$ cat src/core/vcc_pkg.sv
// Constants shared by the comparator control logic.
// Assumes the core clock is much faster than the low-speed time-base clock.
//
// Behaviour
// - Any control register write starts a comparison.
// - Result latched six base clock cycles later.
// - Comparison ends when result latches; then idle.
// - Result is 1 when input above reference.
// - Result reads at bit 0 of control.
// - Early or unstarted reads return previous result.
// - Result reads 0 after reset until completion.
// - Control register resets to value 0EH.
package vcc_pkg;

  // Width of the control register.
  localparam int unsigned CMP_REG_W = 4;

  // Bit position of the comparison result.
  localparam int unsigned CMP_RESULT_BIT = 0;

  // Value of the control register after system reset.
  localparam logic [CMP_REG_W-1:0] CMP_RESET_VALUE = 4'hE;

  // Upper bits of the control register, which always read as ones.
  localparam logic [CMP_REG_W-2:0] CMP_UPPER_BITS = 3'h7;

  // Length of the comparison window in low-speed base clock cycles.
  localparam int unsigned CMP_WINDOW_TICKS = 6;

  // Width of the window tick counter.
  localparam int unsigned CMP_CNT_W = 3;

  // Depth of the input synchroniser.
  localparam int unsigned CMP_SYNC_STAGES = 2;

  // Controller states, one-hot.
  typedef enum logic [1:0] {
    VCC_IDLE = 2'h1,
    VCC_RUN  = 2'h2
  } vcc_state_e;

endpackage

$ cat src/core/vcc_sync.sv
// Two-flop synchroniser for signals arriving from outside the core clock domain.
// Assumes each bit is a level that is stable for several core clock cycles.
`timescale 1ns/1ns
module vcc_sync #(
  parameter int unsigned WIDTH = 1
) (
  // Clock and reset.
  input  wire logic             clk,
  input  wire logic             rst,
  // Asynchronous input and synchronised output.
  input  wire logic [WIDTH-1:0] async_in,
  output logic      [WIDTH-1:0] sync_out
);

  logic [WIDTH-1:0] meta_reg;

  // The first stage is read only by the second stage.
  always_ff @(posedge clk or posedge rst) begin
    if (rst) begin
      meta_reg <= '0;
      sync_out <= '0;
    end else begin
      meta_reg <= async_in;
      sync_out <= meta_reg;
    end
  end

endmodule

$ cat src/core/vcc_top.sv
// Control logic of the on-chip voltage comparator.
// Assumes the CPU gives one-cycle pre-decoded read and write strobes on CORE_CLK,
// and that the low-speed base clock and analog decision arrive asynchronously.
`timescale 1ns/1ns
module vcc_top
  import vcc_pkg::*;
#(
  parameter int unsigned WINDOW_TICKS = vcc_pkg::CMP_WINDOW_TICKS
) (
  // Clock and reset.
  input  wire logic                          CORE_CLK,
  input  wire logic                          RESET,
  // Control register access from the CPU.
  input  wire logic                          CTRL_WR_STB,
  input  wire logic [vcc_pkg::CMP_REG_W-1:0] CTRL_WDATA,
  input  wire logic                          CTRL_RD_STB,
  output logic      [vcc_pkg::CMP_REG_W-1:0] CTRL_RDATA,
  // Low-speed time-base clock, sampled as a level.
  input  wire logic                          LOW_SPEED_BASE_CLK,
  // Analog comparator stage.
  input  wire logic                          COMPARE_DECISION,
  output logic                               COMPARE_ENABLE
);

  import vcc_pkg::*;

  localparam logic [CMP_CNT_W-1:0] LAST_TICK = CMP_CNT_W'(WINDOW_TICKS - 1);

  vcc_state_e           state_reg;
  vcc_state_e           state_next;
  logic [CMP_CNT_W-1:0] tick_cnt_reg;
  logic [CMP_CNT_W-1:0] tick_cnt_next;
  logic                 result_reg;
  logic                 result_next;
  logic [1:0]           sync_bits;
  logic                 base_clk_s;
  logic                 decision_s;
  logic                 base_clk_d_reg;
  logic                 tick;
  logic                 finish;
  logic                 unused_inputs;

  // The written value and the read strobe have no effect on the logic.
  assign unused_inputs = CTRL_RD_STB ^ (^CTRL_WDATA);

  // Both outside signals pass two flip-flops before any logic reads them.
  vcc_sync #(
    .WIDTH (2)
  ) u_sync (
    .clk      (CORE_CLK),
    .rst      (RESET),
    .async_in ({LOW_SPEED_BASE_CLK, COMPARE_DECISION}),
    .sync_out (sync_bits)
  );

  assign base_clk_s = sync_bits[1];
  assign decision_s = sync_bits[0];

  // Delayed copy of the synchronised base clock for edge detection.
  always_ff @(posedge CORE_CLK or posedge RESET) begin
    if (RESET) begin
      base_clk_d_reg <= 1'b0;
    end else begin
      base_clk_d_reg <= base_clk_s;
    end
  end

  // Arming chain for the edge detector, one stage per synchroniser flop and one for the copy.
  logic [CMP_SYNC_STAGES:0] arm_reg;

  // Tick detection waits until the synchroniser and the delayed copy hold real pin levels,
  // so a base clock that is already high at reset release is not taken for a rising edge.
  always_ff @(posedge CORE_CLK or posedge RESET) begin
    if (RESET) begin
      arm_reg <= '0;
    end else begin
      arm_reg <= {arm_reg[CMP_SYNC_STAGES-1:0], 1'b1};
    end
  end

  // One base clock cycle elapses at each rising edge of the base clock.
  assign tick = base_clk_s & ~base_clk_d_reg & arm_reg[CMP_SYNC_STAGES];

  // The window closes on its last tick unless a new write restarts it.
  assign finish = (state_reg == VCC_RUN) && tick && (tick_cnt_reg == LAST_TICK)
                  && !CTRL_WR_STB;

  // Next state and tick count of the comparison window.
  always_comb begin
    state_next    = state_reg;
    tick_cnt_next = tick_cnt_reg;
    if (CTRL_WR_STB) begin
      state_next    = VCC_RUN;
      tick_cnt_next = '0;
    end else begin
      unique case (state_reg)
        VCC_IDLE: begin
          tick_cnt_next = '0;
        end
        VCC_RUN: begin
          if (finish) begin
            state_next    = VCC_IDLE;
            tick_cnt_next = '0;
          end else if (tick) begin
            tick_cnt_next = tick_cnt_reg + CMP_CNT_W'(1);
          end
        end
        default: begin
          state_next    = VCC_IDLE;
          tick_cnt_next = '0;
        end
      endcase
    end
  end

  // State and counter registers.
  always_ff @(posedge CORE_CLK or posedge RESET) begin
    if (RESET) begin
      state_reg    <= VCC_IDLE;
      tick_cnt_reg <= '0;
    end else begin
      state_reg    <= state_next;
      tick_cnt_reg <= tick_cnt_next;
    end
  end

  // The decision is taken only when the window closes; otherwise it holds.
  assign result_next = finish ? decision_s : result_reg;

  // Result bit, cleared by reset.
  always_ff @(posedge CORE_CLK or posedge RESET) begin
    if (RESET) begin
      result_reg <= 1'b0;
    end else begin
      result_reg <= result_next;
    end
  end

  // Read data register: fixed upper bits and the result in bit 0.
  always_ff @(posedge CORE_CLK or posedge RESET) begin
    if (RESET) begin
      CTRL_RDATA <= CMP_RESET_VALUE;
    end else begin
      CTRL_RDATA <= {CMP_UPPER_BITS, result_next};
    end
  end

  // The analog stage is enabled only while a window is open.
  always_ff @(posedge CORE_CLK or posedge RESET) begin
    if (RESET) begin
      COMPARE_ENABLE <= 1'b0;
    end else begin
      COMPARE_ENABLE <= (state_next == VCC_RUN);
    end
  end

  // A write always opens a fresh window with a cleared count.
  start_on_write_a: assert property (
    @(posedge CORE_CLK) disable iff (RESET)
    CTRL_WR_STB |=> (state_reg == VCC_RUN) && (tick_cnt_reg == '0) && COMPARE_ENABLE
  ) else $error("write did not start a comparison");

  // The window closes exactly on the sixth tick after the write.
  six_tick_close_a: assert property (
    @(posedge CORE_CLK) disable iff (RESET)
    $fell(COMPARE_ENABLE) |-> $past(tick) && ($past(tick_cnt_reg) == LAST_TICK)
  ) else $error("window closed at the wrong tick");

  // After closing, the comparator stays idle until the next write.
  idle_until_write_a: assert property (
    @(posedge CORE_CLK) disable iff (RESET)
    (state_reg == VCC_IDLE) && !CTRL_WR_STB |=> (state_reg == VCC_IDLE) && !COMPARE_ENABLE
  ) else $error("comparator left idle without a write");

  // The latched value follows the synchronised decision.
  result_polarity_a: assert property (
    @(posedge CORE_CLK) disable iff (RESET)
    finish |=> (result_reg == $past(decision_s))
      && (CTRL_RDATA[CMP_RESULT_BIT] == $past(decision_s))
  ) else $error("latched result does not match comparator decision");

  // Read data shows the result at bit 0 with the upper bits set.
  read_layout_a: assert property (
    @(posedge CORE_CLK) disable iff (RESET)
    ##1 CTRL_RDATA == {CMP_UPPER_BITS, result_reg}
  ) else $error("read data layout is wrong");

  // Outside the closing cycle the result never changes.
  hold_result_a: assert property (
    @(posedge CORE_CLK) disable iff (RESET)
    !finish |=> $stable(result_reg)
  ) else $error("result changed before the window closed");

  // Right after reset the register reads its reset value with result 0.
  reset_value_a: assert property (
    @(posedge CORE_CLK)
    $past(RESET) && !RESET |-> (CTRL_RDATA == CMP_RESET_VALUE) && !result_reg
  ) else $error("reset value is wrong");

  // A write inside a running window restarts the count.
  restart_window_a: assert property (
    @(posedge CORE_CLK) disable iff (RESET)
    (state_reg == VCC_RUN) && CTRL_WR_STB |=> (tick_cnt_reg == '0)
      && (state_reg == VCC_RUN) && $stable(result_reg)
  ) else $error("write during a window did not restart it");

  // While a window is open the analog stage stays enabled until the closing cycle.
  window_hold_a: assert property (
    @(posedge CORE_CLK) disable iff (RESET)
    (state_reg == VCC_RUN) && !finish |=> COMPARE_ENABLE
  ) else $error("comparator stopped before its window closed");

  // The tick count never passes the closing value.
  count_bound_a: assert property (
    @(posedge CORE_CLK) disable iff (RESET)
    (state_reg == VCC_RUN) |-> (tick_cnt_reg <= LAST_TICK)
  ) else $error("tick count ran past the window length");

  // The count moves only on a base clock tick or a write.
  count_step_a: assert property (
    @(posedge CORE_CLK) disable iff (RESET)
    (state_reg == VCC_RUN) && !tick && !CTRL_WR_STB |=> (state_reg == VCC_RUN)
      && $stable(tick_cnt_reg)
  ) else $error("tick count moved without a base clock tick");

  // The stage stops in the same cycle that the decision lands in the read data.
  close_latch_a: assert property (
    @(posedge CORE_CLK) disable iff (RESET)
    $fell(COMPARE_ENABLE) |-> (CTRL_RDATA[CMP_RESULT_BIT] == $past(decision_s))
  ) else $error("comparator stopped without latching its decision");

  // A read outside the closing cycle leaves the read data unchanged.
  read_hold_a: assert property (
    @(posedge CORE_CLK) disable iff (RESET)
    CTRL_RD_STB && !finish |=> $stable(CTRL_RDATA)
  ) else $error("read changed the register contents");

endmodule

$ cat config.mk
export PLATFORM = sky130hd
export DESIGN_NAME = vcc_top
export DESIGN_NICKNAME = d
export VERILOG_FILES = /design/src/core/vcc_pkg.sv /design/src/core/vcc_sync.sv /design/src/core/vcc_top.sv
export SDC_FILE = /design/constraint.sdc
export NUM_CORES = 1
export LEC_CHECK = 0
export BUFFER_PORTS_ARGS = -buffer_cell sky130_fd_sc_hd__buf_2
export CORE_MARGIN = 5
export CORE_UTILIZATION = 33
export CTS_CLUSTER_DIAMETER = 60
export CTS_CLUSTER_SIZE = 12
export DETAILED_ROUTE_END_ITERATION = 7
export GPL_TIMING_DRIVEN = 0
export PLACE_DENSITY = 0.53
export SLEW_MARGIN = 40
export SYNTH_ARGS = -nofsm -noshare
export SYNTH_HDL_FRONTEND = slang
export SYNTH_SLANG_ARGS = --single-unit
$ cat constraint.sdc
create_clock -name CORE_CLK -period 1.68 [get_ports CORE_CLK]
set_input_delay 0.336 -clock CORE_CLK [delete_from_list [all_inputs] [get_ports CORE_CLK]]
set_output_delay 0.336 -clock CORE_CLK [all_outputs]
set_load 0.05 [all_outputs]
# After elaboration in Yosys (flattened, before gate mapping)
# Cells that the tools add are included.
# totals
register_bits,15
inputBits,10
# op_classes
addsub,1
eq_ne,5
n_mux,7
bitwise,3
n_reduce_logical,4
# op_table
cell,count
2-to-1 mux 3 bit,4
== test 2 bit (second input constant),2
2-to-1 mux 2 bit,2
inequality test 4 bit (second input constant),1
one-hot mux 2 bit (2 select lines),1
adder 3 x 1 -> 3 bit (second input constant),1
== test 3 bit (second input constant),1
logical AND 1 bit,3
AND 1 bit,2
== test 2 x 1 -> 1 bit (second input constant),1
logical NOT 1 bit,1
inverter 1 bit,1

# Logic depth before layout (Yosys ltp)
# Gate-level depths: netlist of the first run.
# logic_depth
word_depth,10
ltp_mapped,5
mapped_depth_nobuf,5

# Hierarchy
# A second synthesis of the first run with hierarchy kept.
# hier_totals
hier_cells,59
hier_area_um2,689.4
# by_module_without_submodules
module,n_inst,cells_each,area_each_um2,seq_area_each_um2
vcc_top,1,54,585.6,276.5
vcc_sync,1,5,103.8,100.1

# Least setup slack after synthesis of the first run
# Ideal clock, no wire load.
# synth_timing
path_kind,register to register
start,register state_reg[0]
end,register COMPARE_ENABLE
setup_time_ps,95
arrival_time_ps,1378
required_ps,1585
setup_slack_ps,206
stages_incl_launch_ff,6
n_path_buf,0
period_less_slack_ps,1474
cell_sequence,dfstp_2 inv_1 ha_1 nor3b_1 nand2_1 o31ai_1
# synth_between
elab_chain_len,8
# synth_rtl
item,line,source
start: declaration,vcc_top.sv:29,vcc_state_e state_reg;
start signal: assignment,vcc_top.sv:122,state_reg <= state_next;
== test 2 bit,"vcc_top.sv:85, vcc_top.sv:96",
logical AND 1 bit (2 in series),vcc_top.sv:85,assign finish = (state_reg == VCC_RUN) && tick && (tick_cnt_reg == LAST_TICK)
logical AND 1 bit,vcc_top.sv:86,&& !CTRL_WR_STB;
2-to-1 mux 2 bit,vcc_top.sv:101,if (finish) begin
one-hot mux 2 bit (2 select lines) *,vcc_top.sv:96,unique case (state_reg)
2-to-1 mux 2 bit *,vcc_top.sv:92,if (CTRL_WR_STB) begin
== test 2 bit *,vcc_top.sv:153,COMPARE_ENABLE <= (state_next == VCC_RUN);
end signal: assignment,vcc_top.sv:153,
end: declaration,vcc_top.sv:22,output logic COMPARE_ENABLE
# Every way passes the cells marked *; elsewhere a longest branch is shown, timed or not.
# A chain may end at the register's enable or synchronous reset.

# Final worst setup path of the first run
# Ends and elaborated chain as after synthesis.

==> results of run 1 <==
==> path summary, 6_finish.rpt <==
check,start,endpoint,slack (ns)
max in group asynchronous,RESET,state_reg[0],1.24
worst max register to register,state_reg[0],COMPARE_ENABLE,0.16
min in group CORE_CLK,COMPARE_DECISION,u_sync.meta_reg[0],0.15
worst max-delay path,state_reg[0],COMPARE_ENABLE,0.16
worst min register to register,arm_reg[1],arm_reg[2],0.36
worst min-delay path,RESET,u_sync.meta_reg[1],0.08
==> metal layers <==
layer | up-vias | wire (um) | GRT usage (%)
met1 | 193 | 440 | 8.05
li1 | 210 | - | -
met2 | 7 | 457 | 11.0
met4 | 0 | 0 | 2.08
met3 | 0 | 54 | 4.43
met5 | - | 0 | 0
==> area by class of cell <==
cell class | count | area share (%)
tap | 27 | 4.27
clock inverter | 1 | 0.948
inverter | 5 | 2.37
sequential | 15 | 47.6
multi-input combinational | 37 | 34.4
buffer | 4 | 3.79
clock buffer | 3 | 2.84
timing repair buffer | 6 | 3.79
==> through the flow <==
step	std cells	setup slack, ns	instance area (um^2)	TNS [ns]	hold WS [ns]
finish	98	0.160	792	0	0.0779
global route	98	-0.00656	792	-0.00656	0.113
CTS	98	0.0797	787	0	0.104
detailed placement	94	0.113	757	0	0.335
global placement	94	0.106	757	0	0.333
floorplan	61	0.206	693	0	0.237
==> where the power goes <==
part           total, mW  switching [mW]  internal (mW)
Sequential         0.428          0.0259          0.402
Combinational      0.246           0.149         0.0973
Clock              0.212           0.122         0.0904
Total              0.886           0.296          0.590
==> cells by family (layout without fill, tap and decap cells) <==
logic type               Yosys count  after routing
flip-flops                        15             15
adder cells (fa/ha/maj)            5              5
AND/OR/NAND/NOR                   18             18
multiplexers                       1              1
other                              1              4
AO/OA/AOI/OAI                      9              9
buffers and inverters              9             19
==> layout by cell type (no fill, tap or decap), drive strengths merged <==
| cell | synthesis | final |
|---|---|---|
| nor3 | 3 | 3 |
| and3b | 1 | 1 |
| conb | 1 | 4 |
| nand2b | 1 | 1 |
| inv | 5 | 5 |
| and2b | 1 | 1 |
| nand2 | 5 | 5 |
| nor2 | 3 | 3 |
| clkbuf | 0 | 3 |
| mux2 | 1 | 1 |
| dfrtp | 14 | 14 |
| o21ai | 2 | 2 |
| o41a | 1 | 1 |
| ha | 5 | 5 |
| buf | 4 | 10 |
| clkinvlp | 0 | 1 |
| a31oi | 1 | 1 |
| nor3b | 1 | 1 |
| dfstp | 1 | 1 |
| o31ai | 1 | 1 |
| nand3b | 3 | 3 |
| a21oi | 4 | 4 |
==> impl_metrics.yaml, run 1 <==
place:
  gp_congestion: 0.720
  dp_hpwl_um: 703
  port_buffers: 6
hold_path:
  holdCritPathClass: "in -> async"
synthesis:
  synthCells: 58
  synthFlopType: "dfrtp_1"
  netlist.area_leader.share_pct: 51.4
  yosysWarningCount: 0
  synthSimpleGateAreaFrac_pct: 18.2
  synth.distinct_cells: 22
  synth_common_cells: "dfrtp_1 (14), ha_1 (5), inv_1 (5), nand2_1 (5)"
  synth.top_cells.by_area: "dfrtp_1 (51%), ha_1 (9.2%), buf_4 (4.4%)"
  synth_top_family_by_area: "simple AND/OR/NAND/NOR gates"
  synth_compound_area_share_pct: 8.07
  synth-edff-count: 0
  yosysMostFrequentCell: "dfrtp_1"
  synth_xor_area_share_pct: 0
  synth_seq_area_share_pct: 55.2
  synth-seq-cells: 15
  synthMuxAreaShare_pct: 1.65
  synth_top_area_cell: "dfrtp_1"
  async_flop_share_pct: 100
  synthAdderAreaFrac_pct: 9.17
  netlist_area_um2: 682
  syn_area_per_cell_um2: 11.8
global_routing:
  antenna_found_initial: 0
  first_global_vias: 408
  grt_first_pass_wirelength_um: 1720
  grt.total_usage_pct: 7.08
  grt.overflow.total: 0
  grt_max_degree: 16
clock_network:
  cts_root_buffer: "clkbuf_4"
  clk_latency_ns: 0.28
  cts_tree: "built"
  cts_resized: 0
  numCtsBuffers: 3
  clockBufferDepth: 2
  h-tree-depth: 1
  cts-hold-fix-buffers: 0
  cts_setup_buffers: 0
  cts.sinks: 15
  clk_pin_slew_ns: 0.10
timing:
  report.final.hold_viol_count: 0
  fmax_mhz: 658
  post-route-min-period_ns: 1.52
  relSlewSlack_pct: 63.4
  drv_slew: 0
  clock-skew-final_ns: 0.00425
  worstMarginPinSlew_ns: 0.549
  setup_violations: 0
  min_period_over_period_pct: 90.5
detailed_routing:
  detail-route-antenna-nets: 0
  avgViaCountPerCell: 4.18
  drc_errors: 0
  drt_wl_total_um: 951
  vias: 410
  firstDrtPassIters: 3
  drt_first_iter_violations: 2
  drt-wirelength-per-cell_um: 9.70
layout:
  syn2layout_area_growth_pct: 16.1
  diodes: 0
  multi_input_area_um2: 273
  nets: 87
  drive_gt1_share_pct: 29.6
  fin_util_pct: 40.4
  regArea_um2: 377
  fill_cells: 216
floorplan:
  pin_count: 15
  die_h_um: 55.5
  core_um2: 1960
  die_w_um: 55.5
  rows: 16
  die-area_um2: 3080
  start_util_pct: 34.8
critical_path:
  cp-start-kind: "flip-flop"
  cp.required_ns: 1.87
  crit_chain: "inv_1, ha_1, nor3b_2, nand2_1, o31ai_1"
  critical_path.max_stage_delay_ns: 0.58
  arrival_ns: 1.71
  crit_cells: 5
  critPathCaptureType: "flip-flop"
  critPathTopFamily: "flip-flops"
  worst_path_max_delay_cell: "dfstp_2"
  ff2ff_path_depth: 5
  crit_type: "reg -> reg"
  path_buf_inv: 1
  cp_max_fo: 5
power:
  p_leak_nw: 0.378
  peakVddDrop_mv: 0.560
  p_per_area_nw_per_um2: 1120
  finalPower_mw: 0.886
run:
  max_cap_violations: 0
outcome:
  outcome: "completed"
(Power assumes the default switching activity.)
==> run 2: changes to the inputs <==
- CAP_MARGIN: not set -> 40
- RECOVER_POWER: not set -> 100
==> impl_metrics.yaml, run 2 (same netlist as run 1, synthesis figures left out) <==
outcome:
  outcome: "completed"
timing:
  report.final.hold_viol_count: 0
  layout_setup_ws_ns: 0.165
  relSlewSlack_pct: 60.8
  fin_tns_setup_ns: 0
  setup_violations: 0
  clock-skew-final_ns: 0.00539
  drv_slew: 0
  post-route-min-period_ns: 1.51
  fmax_mhz: 660
  min_period_over_period_pct: 90.2
  worstMarginPinSlew_ns: 0.591
critical_path:
  arrival_ns: 1.71
  critPathCaptureType: "flip-flop"
  cp-start-kind: "flip-flop"
  worst_path_max_delay_cell: "dfstp_2"
  crit_type: "reg -> reg"
  rr_startpoint: "state_reg[0]"
  crit_chain: "inv_1, ha_1, nor3b_2, nand2_1, o31ai_1"
  cp-startpoint: "state_reg[0]"
  critical_path.max_stage_delay_ns: 0.58
  cp.required_ns: 1.87
  cp_max_fo: 5
layout:
  mostFrequentLayoutCells: "dfrtp_1 (14), inv_1 (5), nand2_1 (5), ha_1 (5)"
  drive_gt1_share_pct: 26.8
  syn2layout_area_growth_pct: 14.5
  nets: 87
  final_cells: 98
  diodes: 0
  final_common_cell: "dfrtp_1"
  fin_area_um2: 781
place:
  gp_congestion: 0.720
  dp.cells: 94
  place_ws_ns: 0.113
  dp_hpwl_um: 703
  port_buffers: 6
  dpl-instance-area_um2: 757
hold_path:
  holdCritPathClass: "in -> async"
detailed_routing:
  vias: 408
  firstDrtPassIters: 4
  avgViaCountPerCell: 4.16
  drc_errors: 0
  drt_wl_total_um: 940
  drt-wirelength-per-cell_um: 9.59
  drt_first_iter_violations: 3
  detail-route-antenna-nets: 0
floorplan:
  die-area_um2: 3080
  pin_count: 15
  die_h_um: 55.5
  rows: 16
  core_um2: 1960
  start_util_pct: 34.8
  die_w_um: 55.5
power:
  swShare_pct: 33.2
  p_per_area_nw_per_um2: 1120
  p_sw_mw: 0.290
  finalPower_mw: 0.873
  p_comb_share_pct: 26.9
  p_leak_nw: 0.369
  intPower_mw: 0.584
  peakVddDrop_mv: 0.561
  p_clk_share_pct: 24.2
  power_frac_seq_pct: 49.0
global_routing:
  grt_first_pass_wirelength_um: 1720
  antenna_found_initial: 0
  grt.total_usage_pct: 7.08
  grt_max_degree: 16
  first_global_vias: 408
  grt.overflow.total: 0
run:
  max_cap_violations: 0
clock_network:
  cts_root_buffer: "clkbuf_4"
  cts-hold-fix-buffers: 0
  clk_pin_slew_ns: 0.10
  clockBufferDepth: 2
  numCtsBuffers: 3
  cts_tree: "built"
  cts.sinks: 15
  cts_setup_buffers: 0
  clk_latency_ns: 0.28
  h-tree-depth: 1
[run 2: changes by cell type in the layout (fill, tap and decap cells not counted)]
cell | before | now
nand2b_2 | 0 | 1
nor3_2 | 1 | 0
nor3_1 | 2 | 3
clkbuf_1 | 0 | 1
nand2b_4 | 1 | 0
buf_2 | 6 | 4
clkbuf_2 | 0 | 1
[run 2: metal layers]
metal  global-route usage [%]  vias to the layer above  wire, um
met5                        0                        -         0
met4                     2.08                        0         0
met3                     4.43                        0        56
met2                     11.0                        7       461
met1                     8.05                      192       423
li1                         -                      209         -
[run 2: worst paths after layout]
kind                                      end  slack (ns)  cells after the start
max                            COMPARE_ENABLE        0.17                      5
min                        u_sync.meta_reg[1]        0.08                      2
max reg2reg                    COMPARE_ENABLE        0.17                      5
min reg2reg                        arm_reg[2]        0.36                      0
max in group asynchronous      COMPARE_ENABLE        1.24                      2
min in group CORE_CLK      u_sync.meta_reg[0]        0.15                      1
[run 2: cell type report]
class / count / area, um^2
plain buffers: 4 / 30.0
well taps: 27 / 33.8
flip-flops and latches: 15 / 377
clock buffers: 3 / 22.5
inverters: 5 / 18.8
fillers: 218 / 1180
clock inverters: 1 / 7.51
multi-input cells: 37 / 263
repair buffers: 6 / 28.8
[run 2: power by group through the flow]
| stage | sequential [mW] | combinational (mW) | clock (mW) |
|---|---|---|---|
| after floorplan | 0.455 | 0.176 | 0 |
| after detailed placement | 0.435 | 0.237 | 0 |
| final | 0.428 | 0.235 | 0.211 |
| after global placement | 0.435 | 0.237 | 0 |
| after global routing | 0.434 | 0.268 | 0.239 |
| after CTS | 0.428 | 0.238 | 0.223 |
[run 2: stage by stage]
stage | utilization [%] | hold slack, ns
CTS | 40.1 | 0.104
detailed placement | 38.6 | 0.335
floorplan | - | 0.237
global route | 39.8 | 0.113
global placement | 38.6 | 0.333
finish | 39.8 | 0.0787
[run 2: worst max-delay path, delay by kind of cell, from the launching register on]
| family | cells | cell delay [ns] |
|---|---|---|
| AO/OA/AOI/OAI | 1 | 0.19 |
| adder cells (fa/ha/maj) | 1 | 0.33 |
| buffers and inverters | 1 | 0.05 |
| flip-flops | 1 | 0.58 |
| AND/OR/NAND/NOR | 2 | 0.27 |
[run 2: timing repair]
item	CTS	global route
hold endpoints to repair	0	0
setup endpoints to repair	0	1
gates resized for setup	0	1
